===== config.mk =====
export PLATFORM = sky130hd
export DESIGN_NAME = gtr_timers
export DESIGN_NICKNAME = d
export VERILOG_FILES = /design/src/gtr_pkg.sv /design/src/gtr_timers.sv
export VERILOG_INCLUDE_DIRS = /design/src
export SDC_FILE = /design/constraint.sdc
export NUM_CORES = 1
export LEC_CHECK = 0
export BUFFER_PORTS_ARGS = -buffer_cell sky130_fd_sc_hd__buf_2
export CAP_MARGIN = 20
export CORE_ASPECT_RATIO = 2
export CORE_MARGIN = 5
export CORE_UTILIZATION = 45
export CTS_CLUSTER_SIZE = 28
export DETAILED_ROUTE_END_ITERATION = 8
export PLACE_DENSITY_LB_ADDON = 0.3
export SLEW_MARGIN = 20
export SYNTH_ARGS = -nofsm -noshare
export SYNTH_HDL_FRONTEND = slang
export SYNTH_SLANG_ARGS = --single-unit

===== constraint.sdc =====
create_clock -name clk_in -period 3.55 [get_ports clk_in]
set_clock_uncertainty 0.15 [all_clocks]
set_input_delay 0.355 -clock clk_in [delete_from_list [all_inputs] [get_ports clk_in]]
set_output_delay 0.355 -clock clk_in [all_outputs]
set_load 0.01 [all_outputs]

===== src/gtr_regs.svh =====
// gtr_regs.svh: register offsets, field positions and reset values of the timer block
// assumes a 16-bit register port addressed by the printed byte offsets
`ifndef GTR_REGS_SVH
`define GTR_REGS_SVH

// register offsets
`define GTR_A_T1_CNT   16'h0100
`define GTR_A_T1_PER   16'h0102
`define GTR_A_T1_CON   16'h0104
`define GTR_A_T2_CNT   16'h0106
`define GTR_A_HOLD     16'h0108
`define GTR_A_T3_CNT   16'h010A
`define GTR_A_T2_PER   16'h010C
`define GTR_A_T3_PER   16'h010E
`define GTR_A_T2_CON   16'h0110
`define GTR_A_T3_CON   16'h0112
`define GTR_A_FLAGS    16'h0120
`define GTR_A_IRQ_EN   16'h0122
`define GTR_A_OSC      16'h0124

// control field positions
`define GTR_B_ON       15
`define GTR_B_IDLE     13
`define GTR_B_GATE     6
`define GTR_B_PS_HI    5
`define GTR_B_PS_LO    4
`define GTR_B_T32      3
`define GTR_B_SYNC     2
`define GTR_B_CS       1
`define GTR_B_LPOSC    1

// flag and enable bit positions
`define GTR_B_F_T1     0
`define GTR_B_F_LOWER  1
`define GTR_B_F_UPPER  2

// implemented control bits
`define GTR_M_T1_CON   16'hA076
`define GTR_M_T2_CON   16'hA07A
`define GTR_M_T3_CON   16'hA072

// reset values
`define GTR_R_PER      16'hFFFF
`define GTR_R_ZERO     16'h0000

// prescaler terminal counts for 1:1, 1:8, 1:64, 1:256
`define GTR_P_DIV1     8'h00
`define GTR_P_DIV8     8'h07
`define GTR_P_DIV64    8'h3F
`define GTR_P_DIV256   8'hFF

`endif


===== src/gtr_pkg.sv =====
// gtr_pkg.sv: state type of the timer block
// assumes gtr_regs.svh for field layout; nothing here is imported
package gtr_pkg;

	typedef struct packed {
		logic [3:0]  sync1;
		logic [3:0]  sync2;
		logic [3:0]  sync3;
		logic [3:0]  filt;
		logic [15:0] t1_cnt;
		logic [15:0] t1_per;
		logic [15:0] t1_con;
		logic [7:0]  t1_pre;
		logic [15:0] t2_cnt;
		logic [15:0] t2_per;
		logic [15:0] t2_con;
		logic [7:0]  t2_pre;
		logic [15:0] t3_cnt;
		logic [15:0] t3_per;
		logic [15:0] t3_con;
		logic [7:0]  t3_pre;
		logic [15:0] hold;
		logic        lposc;
		logic [2:0]  flags;
		logic [2:0]  irq_en;
		logic [15:0] rdata;
		logic        adc;
		logic        wake;
	} gtr_state_t;

endpackage : gtr_pkg


===== src/gtr_timers.sv =====
// gtr_timers.sv: first timer with real-time clock, and the lower/upper timer pair
// assumes clk_in at 10 MHz as instruction cycle, pins asynchronous to it
//
// Contract
// - first timer match with period sets its flag; flag held until software clears
// - gated first timer also sets its flag on gate falling edge
// - rtc: on, external, not gated counts osc rising edges to period then zero
// - low-power osc enable blocks normal modes, carry-out makes wake-up event
// - rtc keeps counting during sleep
// - pair works as two 16-bit timers or one 32-bit timer/sync counter
// - lower timer holds low word, upper timer high word
// - 32-bit mode uses lower control, clock and gate only
// - 32-bit interrupts use upper flag and upper enable
// - each 16-bit timer chooses instruction clock or synchronous external clock
// - lower timer prescaler output synchronised; upper likewise, but without gated mode or 32-bit select
// - 32-bit timer counts each cycle to combined period, then zero
// - reading lower count captures upper count into holding register
// - holding written first, then lower write loads upper from holding
// - 32-bit sync counter counts external rising edges to combined period
// - sync counter stops in idle when idle stop set, else keeps counting
// - gated mode counts cycles while lower gate high; upper ignores gate
// - gate falling edge ends accumulation without clearing count
// - upper timer emits adc trigger on 32-bit or upper 16-bit match
// - prescaler divides by 1, 8, 64 or 256
// - prescaler cleared by count or control write only when on, and by reset always
//
// The address-and-strobe port was decided locally.
`include "gtr_regs.svh"

module gtr_timers (
	// clock and reset
	input  wire logic        clk_in,
	input  wire logic        rst_in,
	// register port
	input  wire logic [15:0] addr_in,
	input  wire logic [15:0] wdata_in,
	input  wire logic        wr_in,
	input  wire logic        rd_in,
	output wire logic [15:0] rdata_out,
	// pins and oscillator
	input  wire logic        t1_clk_pin_in,
	input  wire logic        lower_timer_gate_pin_in,
	input  wire logic        upper_clk_pin_in,
	input  wire logic        lp_osc_in,
	// cpu power state
	input  wire logic        cpu_idle_in,
	input  wire logic        cpu_sleep_in,
	// events
	output wire logic        first_timer_irq_out,
	output wire logic        lower_timer_irq_out,
	output wire logic        upper_timer_irq_out,
	output wire logic        adc_trigger_out,
	output wire logic        wakeup_out
);

	gtr_pkg::gtr_state_t r_reg;
	gtr_pkg::gtr_state_t r_next;

	logic [3:0]  filt_now;
	logic [3:0]  rise;
	logic [3:0]  fall;
	logic        t1_ev;
	logic        t1_tick;
	logic        t2_ev;
	logic        t2_tick;
	logic        t3_ev;
	logic        t3_tick;
	logic        t32;
	logic        m1;
	logic        m2;
	logic        m3;
	logic        m32;
	logic        gfall1;
	logic        gfall2;
	logic        rtc_mode;

	function automatic logic pre_done(input logic [7:0] cnt, input logic [1:0] sel);
		logic [7:0] term;
		case (sel)
			2'h0:    term = `GTR_P_DIV1;
			2'h1:    term = `GTR_P_DIV8;
			2'h2:    term = `GTR_P_DIV64;
			default: term = `GTR_P_DIV256;
		endcase
		return cnt == term;
	endfunction : pre_done

	always_comb begin
		r_next = r_reg;
		// pin synchronisers; a change counts once stages two and three agree
		r_next.sync1 = {lp_osc_in, upper_clk_pin_in, lower_timer_gate_pin_in, t1_clk_pin_in};
		r_next.sync2 = r_reg.sync1;
		r_next.sync3 = r_reg.sync2;
		filt_now = (~(r_reg.sync2 ^ r_reg.sync3) & r_reg.sync3) | ((r_reg.sync2 ^ r_reg.sync3) & r_reg.filt);
		r_next.filt = filt_now;
		rise = filt_now & ~r_reg.filt;
		fall = ~filt_now & r_reg.filt;

		// first timer input event
		rtc_mode = r_reg.lposc;
		if (cpu_idle_in && r_reg.t1_con[`GTR_B_IDLE]) begin
			t1_ev = 1'b0;
		end else if (rtc_mode) begin
			t1_ev = r_reg.t1_con[`GTR_B_ON] && r_reg.t1_con[`GTR_B_CS] && !r_reg.t1_con[`GTR_B_GATE]
				&& rise[3];
		end else if (cpu_sleep_in && !(r_reg.t1_con[`GTR_B_CS] && !r_reg.t1_con[`GTR_B_SYNC])) begin
			t1_ev = 1'b0;
		end else if (r_reg.t1_con[`GTR_B_CS]) begin
			t1_ev = r_reg.t1_con[`GTR_B_ON] && rise[0];
		end else if (r_reg.t1_con[`GTR_B_GATE]) begin
			t1_ev = r_reg.t1_con[`GTR_B_ON] && filt_now[0];
		end else begin
			t1_ev = r_reg.t1_con[`GTR_B_ON];
		end
		t1_tick = t1_ev && pre_done(r_reg.t1_pre, r_reg.t1_con[`GTR_B_PS_HI:`GTR_B_PS_LO]);
		if (t1_ev) begin
			r_next.t1_pre = t1_tick ? 8'h00 : r_reg.t1_pre + 8'h01;
		end
		m1 = t1_tick && (r_reg.t1_cnt == r_reg.t1_per);
		if (t1_tick) begin
			r_next.t1_cnt = m1 ? `GTR_R_ZERO : r_reg.t1_cnt + 16'h0001;
		end
		gfall1 = r_reg.t1_con[`GTR_B_ON] && r_reg.t1_con[`GTR_B_GATE] && !r_reg.t1_con[`GTR_B_CS]
			&& !rtc_mode && fall[0];
		r_next.wake = m1 && rtc_mode;

		// lower timer, also the 32-bit source
		t32 = r_reg.t2_con[`GTR_B_T32];
		if (!r_reg.t2_con[`GTR_B_ON] || cpu_sleep_in || (cpu_idle_in && r_reg.t2_con[`GTR_B_IDLE])) begin
			t2_ev = 1'b0;
		end else if (r_reg.t2_con[`GTR_B_CS]) begin
			t2_ev = rise[1];
		end else if (r_reg.t2_con[`GTR_B_GATE]) begin
			t2_ev = filt_now[1];
		end else begin
			t2_ev = 1'b1;
		end
		// prescaler output is taken inside the clk_in domain, hence synchronised
		t2_tick = t2_ev && pre_done(r_reg.t2_pre, r_reg.t2_con[`GTR_B_PS_HI:`GTR_B_PS_LO]);
		if (t2_ev) begin
			r_next.t2_pre = t2_tick ? 8'h00 : r_reg.t2_pre + 8'h01;
		end
		gfall2 = r_reg.t2_con[`GTR_B_ON] && r_reg.t2_con[`GTR_B_GATE] && !r_reg.t2_con[`GTR_B_CS] && fall[1];

		// upper timer, idle in 32-bit mode; its gate bit is never used
		if (t32 || !r_reg.t3_con[`GTR_B_ON] || cpu_sleep_in || (cpu_idle_in && r_reg.t3_con[`GTR_B_IDLE])) begin
			t3_ev = 1'b0;
		end else if (r_reg.t3_con[`GTR_B_CS]) begin
			t3_ev = rise[2];
		end else begin
			t3_ev = 1'b1;
		end
		t3_tick = t3_ev && pre_done(r_reg.t3_pre, r_reg.t3_con[`GTR_B_PS_HI:`GTR_B_PS_LO]);
		if (t3_ev) begin
			r_next.t3_pre = t3_tick ? 8'h00 : r_reg.t3_pre + 8'h01;
		end

		m32 = t32 && t2_tick && ({r_reg.t3_cnt, r_reg.t2_cnt} == {r_reg.t3_per, r_reg.t2_per});
		m2 = !t32 && t2_tick && (r_reg.t2_cnt == r_reg.t2_per);
		m3 = t3_tick && (r_reg.t3_cnt == r_reg.t3_per);
		if (t32) begin
			if (t2_tick) begin
				{r_next.t3_cnt, r_next.t2_cnt} = m32 ? 32'h00000000
					: {r_reg.t3_cnt, r_reg.t2_cnt} + 32'h00000001;
			end
		end else begin
			if (t2_tick) begin
				r_next.t2_cnt = m2 ? `GTR_R_ZERO : r_reg.t2_cnt + 16'h0001;
			end
			if (t3_tick) begin
				r_next.t3_cnt = m3 ? `GTR_R_ZERO : r_reg.t3_cnt + 16'h0001;
			end
		end
		r_next.adc = m32 || m3;

		// register writes; counting is overridden by a write in the same cycle
		if (wr_in) begin
			if (addr_in == `GTR_A_T1_CNT) begin
				r_next.t1_cnt = wdata_in;
				if (r_reg.t1_con[`GTR_B_ON]) r_next.t1_pre = 8'h00;
			end else if (addr_in == `GTR_A_T1_PER) begin
				r_next.t1_per = wdata_in;
			end else if (addr_in == `GTR_A_T1_CON) begin
				r_next.t1_con = wdata_in & `GTR_M_T1_CON;
				if (r_reg.t1_con[`GTR_B_ON]) r_next.t1_pre = 8'h00;
			end else if (addr_in == `GTR_A_T2_CNT) begin
				r_next.t2_cnt = wdata_in;
				if (t32) r_next.t3_cnt = r_reg.hold;
				if (r_reg.t2_con[`GTR_B_ON]) r_next.t2_pre = 8'h00;
			end else if (addr_in == `GTR_A_HOLD) begin
				r_next.hold = wdata_in;
			end else if (addr_in == `GTR_A_T3_CNT) begin
				r_next.t3_cnt = wdata_in;
				if (r_reg.t3_con[`GTR_B_ON]) r_next.t3_pre = 8'h00;
			end else if (addr_in == `GTR_A_T2_PER) begin
				r_next.t2_per = wdata_in;
			end else if (addr_in == `GTR_A_T3_PER) begin
				r_next.t3_per = wdata_in;
			end else if (addr_in == `GTR_A_T2_CON) begin
				r_next.t2_con = wdata_in & `GTR_M_T2_CON;
				if (r_reg.t2_con[`GTR_B_ON]) r_next.t2_pre = 8'h00;
			end else if (addr_in == `GTR_A_T3_CON) begin
				r_next.t3_con = wdata_in & `GTR_M_T3_CON;
				if (r_reg.t3_con[`GTR_B_ON]) r_next.t3_pre = 8'h00;
			end else if (addr_in == `GTR_A_FLAGS) begin
				r_next.flags = wdata_in[2:0];
			end else if (addr_in == `GTR_A_IRQ_EN) begin
				r_next.irq_en = wdata_in[2:0];
			end else if (addr_in == `GTR_A_OSC) begin
				r_next.lposc = wdata_in[`GTR_B_LPOSC];
			end
		end

		// hardware set wins over a software clear
		r_next.flags[`GTR_B_F_T1] = r_next.flags[`GTR_B_F_T1] | m1 | gfall1;
		r_next.flags[`GTR_B_F_LOWER] = r_next.flags[`GTR_B_F_LOWER] | m2 | (gfall2 && !t32);
		r_next.flags[`GTR_B_F_UPPER] = r_next.flags[`GTR_B_F_UPPER] | m32 | m3 | (gfall2 && t32);

		// reads: data one cycle later, unmapped reads zero
		r_next.rdata = 16'h0000;
		if (rd_in) begin
			if (addr_in == `GTR_A_T1_CNT) begin
				r_next.rdata = r_reg.t1_cnt;
			end else if (addr_in == `GTR_A_T1_PER) begin
				r_next.rdata = r_reg.t1_per;
			end else if (addr_in == `GTR_A_T1_CON) begin
				r_next.rdata = r_reg.t1_con;
			end else if (addr_in == `GTR_A_T2_CNT) begin
				r_next.rdata = r_reg.t2_cnt;
				r_next.hold = r_reg.t3_cnt;
			end else if (addr_in == `GTR_A_HOLD) begin
				r_next.rdata = r_reg.hold;
			end else if (addr_in == `GTR_A_T3_CNT) begin
				r_next.rdata = r_reg.t3_cnt;
			end else if (addr_in == `GTR_A_T2_PER) begin
				r_next.rdata = r_reg.t2_per;
			end else if (addr_in == `GTR_A_T3_PER) begin
				r_next.rdata = r_reg.t3_per;
			end else if (addr_in == `GTR_A_T2_CON) begin
				r_next.rdata = r_reg.t2_con;
			end else if (addr_in == `GTR_A_T3_CON) begin
				r_next.rdata = r_reg.t3_con;
			end else if (addr_in == `GTR_A_FLAGS) begin
				r_next.rdata = {13'h0000, r_reg.flags};
			end else if (addr_in == `GTR_A_IRQ_EN) begin
				r_next.rdata = {13'h0000, r_reg.irq_en};
			end else if (addr_in == `GTR_A_OSC) begin
				r_next.rdata = {14'h0000, r_reg.lposc, 1'b0};
			end
		end

		if (rst_in) begin
			r_next = '0;
			r_next.t1_per = `GTR_R_PER;
			r_next.t2_per = `GTR_R_PER;
			r_next.t3_per = `GTR_R_PER;
		end
	end

	always_ff @(posedge clk_in) begin
		r_reg <= r_next;
	end

	assign rdata_out = r_reg.rdata;
	assign first_timer_irq_out = r_reg.flags[`GTR_B_F_T1] & r_reg.irq_en[`GTR_B_F_T1];
	assign lower_timer_irq_out = r_reg.flags[`GTR_B_F_LOWER] & r_reg.irq_en[`GTR_B_F_LOWER];
	assign upper_timer_irq_out = r_reg.flags[`GTR_B_F_UPPER] & r_reg.irq_en[`GTR_B_F_UPPER];
	assign adc_trigger_out = r_reg.adc;
	assign wakeup_out = r_reg.wake;
endmodule : gtr_timers


==> results.json, run 1 <==
{
  "slew_viol_final": 0,
  "critPathKind": "reg2reg",
  "hold_buffers": 4,
  "power.density_nw_per_um2": 344,
  "min_path_type": "in2reg",
  "rsz0062_at_grt": "no",
  "muxShareOfSynthArea_pct": 4.73,
  "tns_ns": 0,
  "syn_area_um2": 11700,
  "place_congestion": 1.01,
  "multi_input_area_um2": 7170,
  "coreArea_um2": 25800,
  "yosys.area_share.simple_pct": 26.4,
  "grtUsageMet1_pct": 30.2,
  "cp_cell_sequence": "or3_1 -> o31ai_1 -> o2111a_1 -> nand3_1 -> nand2_1 -> o22a_1 -> nor2_1 -> or3_1",
  "area_growth_pct": 11.3,
  "hold_depth": 3,
  "clk_pin_slew_ns": 0.08,
  "yosysSeqAreaShare_pct": 33.6,
  "ys_ff_latch": 197,
  "synth-edff-count": 0,
  "path_common_cell": "or3_1",
  "yosysTopAreaCell": "dfxtp_1",
  "post-route-period-util_pct": 89.6,
  "final_area_um2": 13000,
  "synth_adder_area_share_pct": 0.640,
  "use_met2_pct": 50.8,
  "worst_hold_startpoint": "wdata_in[7]",
  "cts_tree": "yes",
  "min_period_ns": 3.18,
  "numCtsBuffers": 17,
  "drt_iter0_drc": 990,
  "diodes": 0,
  "synth_compound_area_share_pct": 22.0,
  "rr_endpoint": "r_reg[95]",
  "cts_buffer_depth": 2,
  "start_util_pct": 45.5,
  "hold_path_end": "r_reg[200]",
  "grt_max_degree": 73,
  "root_buffer": "clkbuf_16",
  "synth_flop_cell": "dfxtp_1",
  "met3_usage_pct": 4.86,
  "placementRows": 83,
  "syn_avg_cell_area_um2": 7.97,
  "worstPathArrival_ns": 3.39,
  "path_max_fanout": 12,
  "hold_viol_final": 0,
  "dp.final_hpwl_mm": 32.1,
  "die_area_um2": 29600,
  "grt_pass1_vias": 11310,
  "dpl-instance-area_um2": 12400,
  "max_cap_violations": 0,
  "grt_pass1_wl_mm": 65.6,
  "cts.sink_count": 197,
  "reg2reg_slack_ns": 0.37,
  "yosysTopAreaCellShare_pct": 33.6,
  "layout-drive-gt1-share_pct": 12.0,
  "async_reset_ff_share_pct": 0,
  "n_fill_cell": 2619,
  "largest_reg_flops": 178,
  "synth_xor_xnor_area_share_pct": 7.24,
  "leakagePower_uw": 0.00463,
  "port_buffers": 62,
  "slew_headroom_pct": 27.1,
  "cp-start-kind": "flip-flop",
  "viasPerCell": 6.38,
  "ant_nets": 0,
  "synth_top_family_by_area": "simple AND/OR/NAND/NOR gates",
  "status": "completed",
  "synthCells": 1472,
  "seq_area_um2": 3940,
  "synth_cell_types": 84,
  "drt-total-wl_mm": 43.4,
  "total_power_uw": 4490,
  "clk_latency_ns": 0.47,
  "synth_nets": 1520,
  "die_x_um": 124,
  "drc": 0,
  "peakVddDrop_uv": 356,
  "reg2reg_depth": 8,
  "cts_resized": 0,
  "wl_per_cell_um": 23.4,
  "busiest_layer": "met2",
  "reg2reg_from": "r_reg[97]",
  "path_buf_inv": 0,
  "worst_path_largest_cell_delay_ns": 0.56,
  "fmax_ghz": 0.314,
  "yosys_warnings": 0,
  "worstMarginPinSlew_ns": 1.08,
  "required_ns": 3.76,
  "cts.htree.levels": 4,
  "overflow": 0,
  "grt_antenna_before_repair": 0,
  "holdWs_ns": 0.0927,
  "dr_total_vias": 11826,
  "first_pass_iters": 7,
  "setup_viol": 0,
  "final_util_pct": 50.7,
  "die_height_um": 238,
  "postCtsSetupBuffers": 0,
  "ios": 63,
  "end_kind": "flip-flop",
  "layout.nets": 1548,
  "cpMaxStageDelayCell": "o2111a_1",
  "grtUsageTotal_pct": 29.4,
  "critPathTopFamily": "simple AND/OR/NAND/NOR gates",
  "synthTopCellsByArea": "dfxtp_1, nor2_1, mux2i_1, nand2_1, xnor2_1"
}
## area by class of cell
type | count | area share [%]
multi-input cells | 1134 | 55.0
flip-flops and latches | 197 | 30.2
repair buffers | 129 | 6.52
clock buffers | 18 | 3.37
well taps | 340 | 3.26
clock inverters | 14 | 1.05
inverters | 21 | 0.604
## worst min-delay path: stages
cell and delay (ns):
buf_2 0.18, nand2_1 0.08, a21oi_1 0.05
## cells in the mapped netlist, drive strengths merged (6+ instances only)
| cell | instances |
|---|---|
| a211o | 36 |
| a211oi | 35 |
| a21oi | 79 |
| a221oi | 23 |
| a22o | 16 |
| a22oi | 12 |
| a31oi | 18 |
| and2 | 10 |
| and3 | 19 |
| buf | 39 |
| clkbuf | 81 |
| dfxtp | 197 |
| ha | 6 |
| inv | 21 |
| mux2i | 52 |
| nand2 | 133 |
| nand2b | 18 |
| nand3 | 48 |
| nand3b | 20 |
| nand4 | 29 |
| nor2 | 145 |
| nor2b | 62 |
| nor3 | 56 |
| nor4 | 23 |
| o211ai | 8 |
| o21ai | 65 |
| o22ai | 24 |
| or3 | 19 |
| or4 | 7 |
| xnor2 | 53 |
| xor2 | 44 |
## cells in the final DEF (no fill, tap or decap), types with 19 or more instances in the layout
master	Yosys	routed
dfxtp_1	197	197
nor2_1	143	142
nand2_1	133	133
a21oi_1	79	79
o21ai_0	64	64
nor2b_1	62	62
buf_4	18	62
buf_2	16	61
xnor2_1	53	53
nor3_1	53	52
mux2i_1	52	52
nand3_1	48	48
xor2_1	44	44
a211o_1	36	36
a211oi_1	35	35
nand4_1	28	28
o22ai_1	24	24
a221oi_1	22	22
inv_1	21	21
nor4_1	21	20
nand3b_1	20	20
and3_1	19	19
or3_1	19	19
## how the worst max path moves through the flow
stage,slack [ns],depth (start not counted),from,endpoint
after floorplan,0.78,12,r_reg[81],r_reg[83]
after CTS,0.40,9,r_reg[97],r_reg[151]
final,0.37,8,r_reg[97],r_reg[95]
after detailed placement,0.41,9,r_reg[97],r_reg[149]
after global routing,0.18,9,r_reg[97],r_reg[149]
after global placement,0.46,9,r_reg[97],r_reg[151]
## logic make-up after synthesis
kind of cell,Yosys count
XOR/XNOR,97
buffers and inverters,141
AO/OA/AOI/OAI,370
AND/OR/NAND/NOR,606
multiplexers,55
adder cells (fa/ha/maj),6
flip-flops,197
## per-layer routing
layer  vias to the layer above  wire length, µm
met4                         0             4300
met3                       218             2560
met2                       572            22100
met1                      5648            14400
li1                       5388                -
met5                         -                0
## stage by stage
step	setup WS (ns)	instances
after floorplan	0.783	1472
after global placement	0.464	1817
after detailed placement	0.408	1817
after CTS	0.396	1853
after global routing	0.181	1853
final	0.370	1853
## report_power, final
part / leakage [µW] / switching, µW / internal (µW)
sequential: 0.00159 / 36.0 / 2220
clock: 0.000281 / 1000 / 954
combinational: 0.00276 / 183 / 93.5
total: 0.00463 / 1220 / 3270
No activity file was read; power rests on OpenSTA's default activity.
==> run 2: changes to the inputs <==
--- a/config.mk
+++ b/config.mk
@@ -6,6 +6,7 @@
 export SDC_FILE = /design/constraint.sdc
 export NUM_CORES = 1
 export LEC_CHECK = 0
+export ABC_AREA = 1
 export BUFFER_PORTS_ARGS = -buffer_cell sky130_fd_sc_hd__buf_2
 export CAP_MARGIN = 20
 export CORE_ASPECT_RATIO = 2
@@ -14,7 +15,6 @@
 export CTS_CLUSTER_SIZE = 28
 export DETAILED_ROUTE_END_ITERATION = 8
 export PLACE_DENSITY_LB_ADDON = 0.3
-export SLEW_MARGIN = 20
 export SYNTH_ARGS = -nofsm -noshare
 export SYNTH_HDL_FRONTEND = slang
 export SYNTH_SLANG_ARGS = --single-unit
==> run 2 against run 1 <==
- flip-flop and latch count stayed put
- clock power hardly changed
- hold slack worse by 0.071 ns
- sequential power hardly changed
- routed wire length is 14% higher
- utilization is 0.88 points lower
- critical path depth is 6 higher
- largest cell class unchanged
- global-route usage is 1.6 points higher
- first-iteration DRC count is 33% higher
- area after synthesis is 8.7% higher
- synthesized cell count is 42% higher
- largest power group unchanged
- final area is 7.1% higher
==> results.json, run 2 <==
{
  "hold_depth": 3,
  "n_fill_cell": 3036,
  "first_pass_iters": 6,
  "final_common_cell": "nand2_1",
  "syn_area_um2": 12700,
  "layout.nets": 2160,
  "synth_nets": 2142,
  "tns_ns": 0,
  "synthCells": 2094,
  "busiest_layer": "met2",
  "status": "completed",
  "synth_flop_cell": "dfxtp_1",
  "rsz0062_at_grt": "no",
  "synth.most_common_cell": "nand2_1",
  "port_buffers": 62,
  "leakagePower_uw": 0.00646,
  "root_buffer": "clkbuf_16",
  "post-route-period-util_pct": 86.1,
  "drt-total-wl_mm": 49.6,
  "cts.htree.levels": 4,
  "path_max_fanout": 12,
  "drt_iter0_drc": 1313,
  "grtUsageMet1_pct": 32.3,
  "coreArea_um2": 28100,
  "synth_cell_types": 43,
  "synth_common_cells": "nand2_1, inv_1, dfxtp_1, nand3_1, nor2_1",
  "slew_headroom_pct": 35.3,
  "placementRows": 87,
  "peakVddDrop_uv": 327,
  "wl_per_cell_um": 20.0,
  "cp-start-kind": "flip-flop",
  "overflow": 0,
  "dr_total_vias": 14306,
  "cts_tree": "yes",
  "min_path_type": "in2reg",
  "grt_pass1_wl_mm": 75.9,
  "die_area_um2": 32000,
  "worstMarginPinSlew_ns": 0.967,
  "power.density_nw_per_um2": 323,
  "required_ns": 3.72,
  "viasPerCell": 5.77,
  "die_height_um": 248,
  "grtUsageTotal_pct": 31.0,
  "drc": 0,
  "setup_viol": 0,
  "rr_endpoint": "r_reg[149]",
  "layout-drive-gt1-share_pct": 8.33,
  "reg2reg_depth": 14,
  "postCtsSetupBuffers": 0,
  "die_x_um": 129,
  "hold_viol_final": 0,
  "yosys_warnings": 0,
  "ys_ff_latch": 197,
  "end_kind": "flip-flop",
  "reg2reg_slack_ns": 0.50,
  "yosysSeqAreaShare_pct": 30.9,
  "ios": 63,
  "min_period_ns": 3.05,
  "grt_pass1_vias": 13610,
  "clk_latency_ns": 0.46,
  "yosysTopAreaCell": "dfxtp_1",
  "place_congestion": 0.978,
  "cts_buffer_depth": 2,
  "grt_max_degree": 67,
  "hold_path_end": "r_reg[200]",
  "crit_start": "r_reg[120]",
  "use_met2_pct": 55.9,
  "syn_avg_cell_area_um2": 6.09,
  "most-common-layout-cells": "nand2_1, inv_1, dfxtp_1, nand3_1, nor2_1",
  "yosysTopAreaCellShare_pct": 30.9,
  "synth-edff-count": 0,
  "reg2reg_from": "r_reg[120]",
  "critPathKind": "reg2reg",
  "async_reset_ff_share_pct": 0,
  "area_growth_pct": 9.64,
  "numCtsBuffers": 17,
  "met3_usage_pct": 4.12,
  "diodes": 0,
  "start_util_pct": 45.4,
  "worst_hold_startpoint": "wdata_in[7]",
  "slew_viol_final": 0,
  "ant_nets": 0,
  "largest_reg_flops": 178,
  "synthTopCellsByArea": "dfxtp_1, nand2_1, inv_1, nand3_1, a21oi_1",
  "fmax_ghz": 0.327,
  "cts.sink_count": 197,
  "max_cap_violations": 0,
  "holdWs_ns": 0.0213,
  "grt_antenna_before_repair": 1,
  "clk_pin_slew_ns": 0.08,
  "worstPathArrival_ns": 3.23,
  "dp.final_hpwl_mm": 38.1
}
-- run 2: cell count changes in the layout (fill, tap and decap cells not counted), sizes merged, moves of 22 or more --
cell,change
nand2,+513
inv,+229
nand3,+135
a21oi,+68
nor2b,-62
o21ai,+58
mux2i,-52
o211ai,+51
a211o,-36
a211oi,-32
buf,-22
-- run 2: logic make-up (layout without fill, tap and decap cells) --
kind of cell | after synthesis | count (layout) | share of synthesized area (%)
compound gates | 366 | 366 | 16.4
buf+inv | 366 | 397 | 11.5
flops | 197 | 197 | 30.9
simple gates | 1095 | 1095 | 36.2
xor+xnor | 64 | 64 | 4.40
fa+ha+maj | 6 | 6 | 0.589
-- run 2: final cells by class --
| cell class | count | area (µm²) | area share [%] |
|---|---|---|---|
| Multi-Input combinational cell | 1531 | 7350 | 52.6 |
| Tap cell | 356 | 445 | 3.19 |
| Inverter | 257 | 965 | 6.90 |
| Clock inverter | 12 | 140 | 1.00 |
| Timing Repair Buffer | 108 | 681 | 4.87 |
| Clock buffer | 20 | 457 | 3.27 |
| Sequential cell | 197 | 3940 | 28.2 |
-- run 2: critical path, cell delays in order, from the launching register on --
cell and delay, ns:
dfxtp_1 0.46, inv_1 0.06, nor2_1 0.09, nand3_1 0.07, a21oi_1 0.38, nand2_1 0.27
buf_4 0.26, inv_1 0.20, nand3_1 0.22, nand2_1 0.21, nor2_1 0.16, o21ai_0 0.12
nor2_1 0.09, a21oi_1 0.12, nor2_1 0.05
-- run 2: worst max-delay path by stage --
stage | end | slack (ns) | cells past startpoint
final | r_reg[149] | 0.50 | 14
after global routing | r_reg[151] | 0.19 | 13
after CTS | r_reg[149] | 0.53 | 14
after detailed placement | r_reg[93] | 0.55 | 16
after global placement | r_reg[149] | 0.51 | 14
after floorplan | r_reg[71] | 1.29 | 13
-- run 2: power breakdown --
group	total (µW)	internal, µW	switching, µW	leakage [µW]
clock network	1980	977	999	0.000288
logic	301	84.0	217	0.00458
registers	2240	2220	20.3	0.00159
total	4520	3280	1240	0.00646
-- run 2: through the flow --
stage               worst slack [ns]  utilization [%]  cell area, µm²  instances  total power, µW
detailed placement             0.552             47.5           13300       2444             2580
floorplan                       1.29                -           12700       2094             2450
CTS                            0.526             49.8           14000       2481             4540
global route                   0.191             49.8           14000       2481             4640
global placement               0.510             47.5           13300       2444             2580
finish                         0.495             49.8           14000       2481             4520
-- run 2: timing repair --
| action | CTS | global route |
|---|---|---|
| hold buffers | 5 | 0 |
| setup endpoints to repair | 0 | 0 |
| hold endpoints to repair | 5 | 0 |
| resized for setup | 0 | 0 |
-- run 2: layer usage --
layer | vias to the layer above | routed length, µm
met5 | - | 0
met4 | 0 | 4120
met3 | 212 | 2690
met2 | 640 | 25300
met1 | 6632 | 17400
li1 | 6822 | -
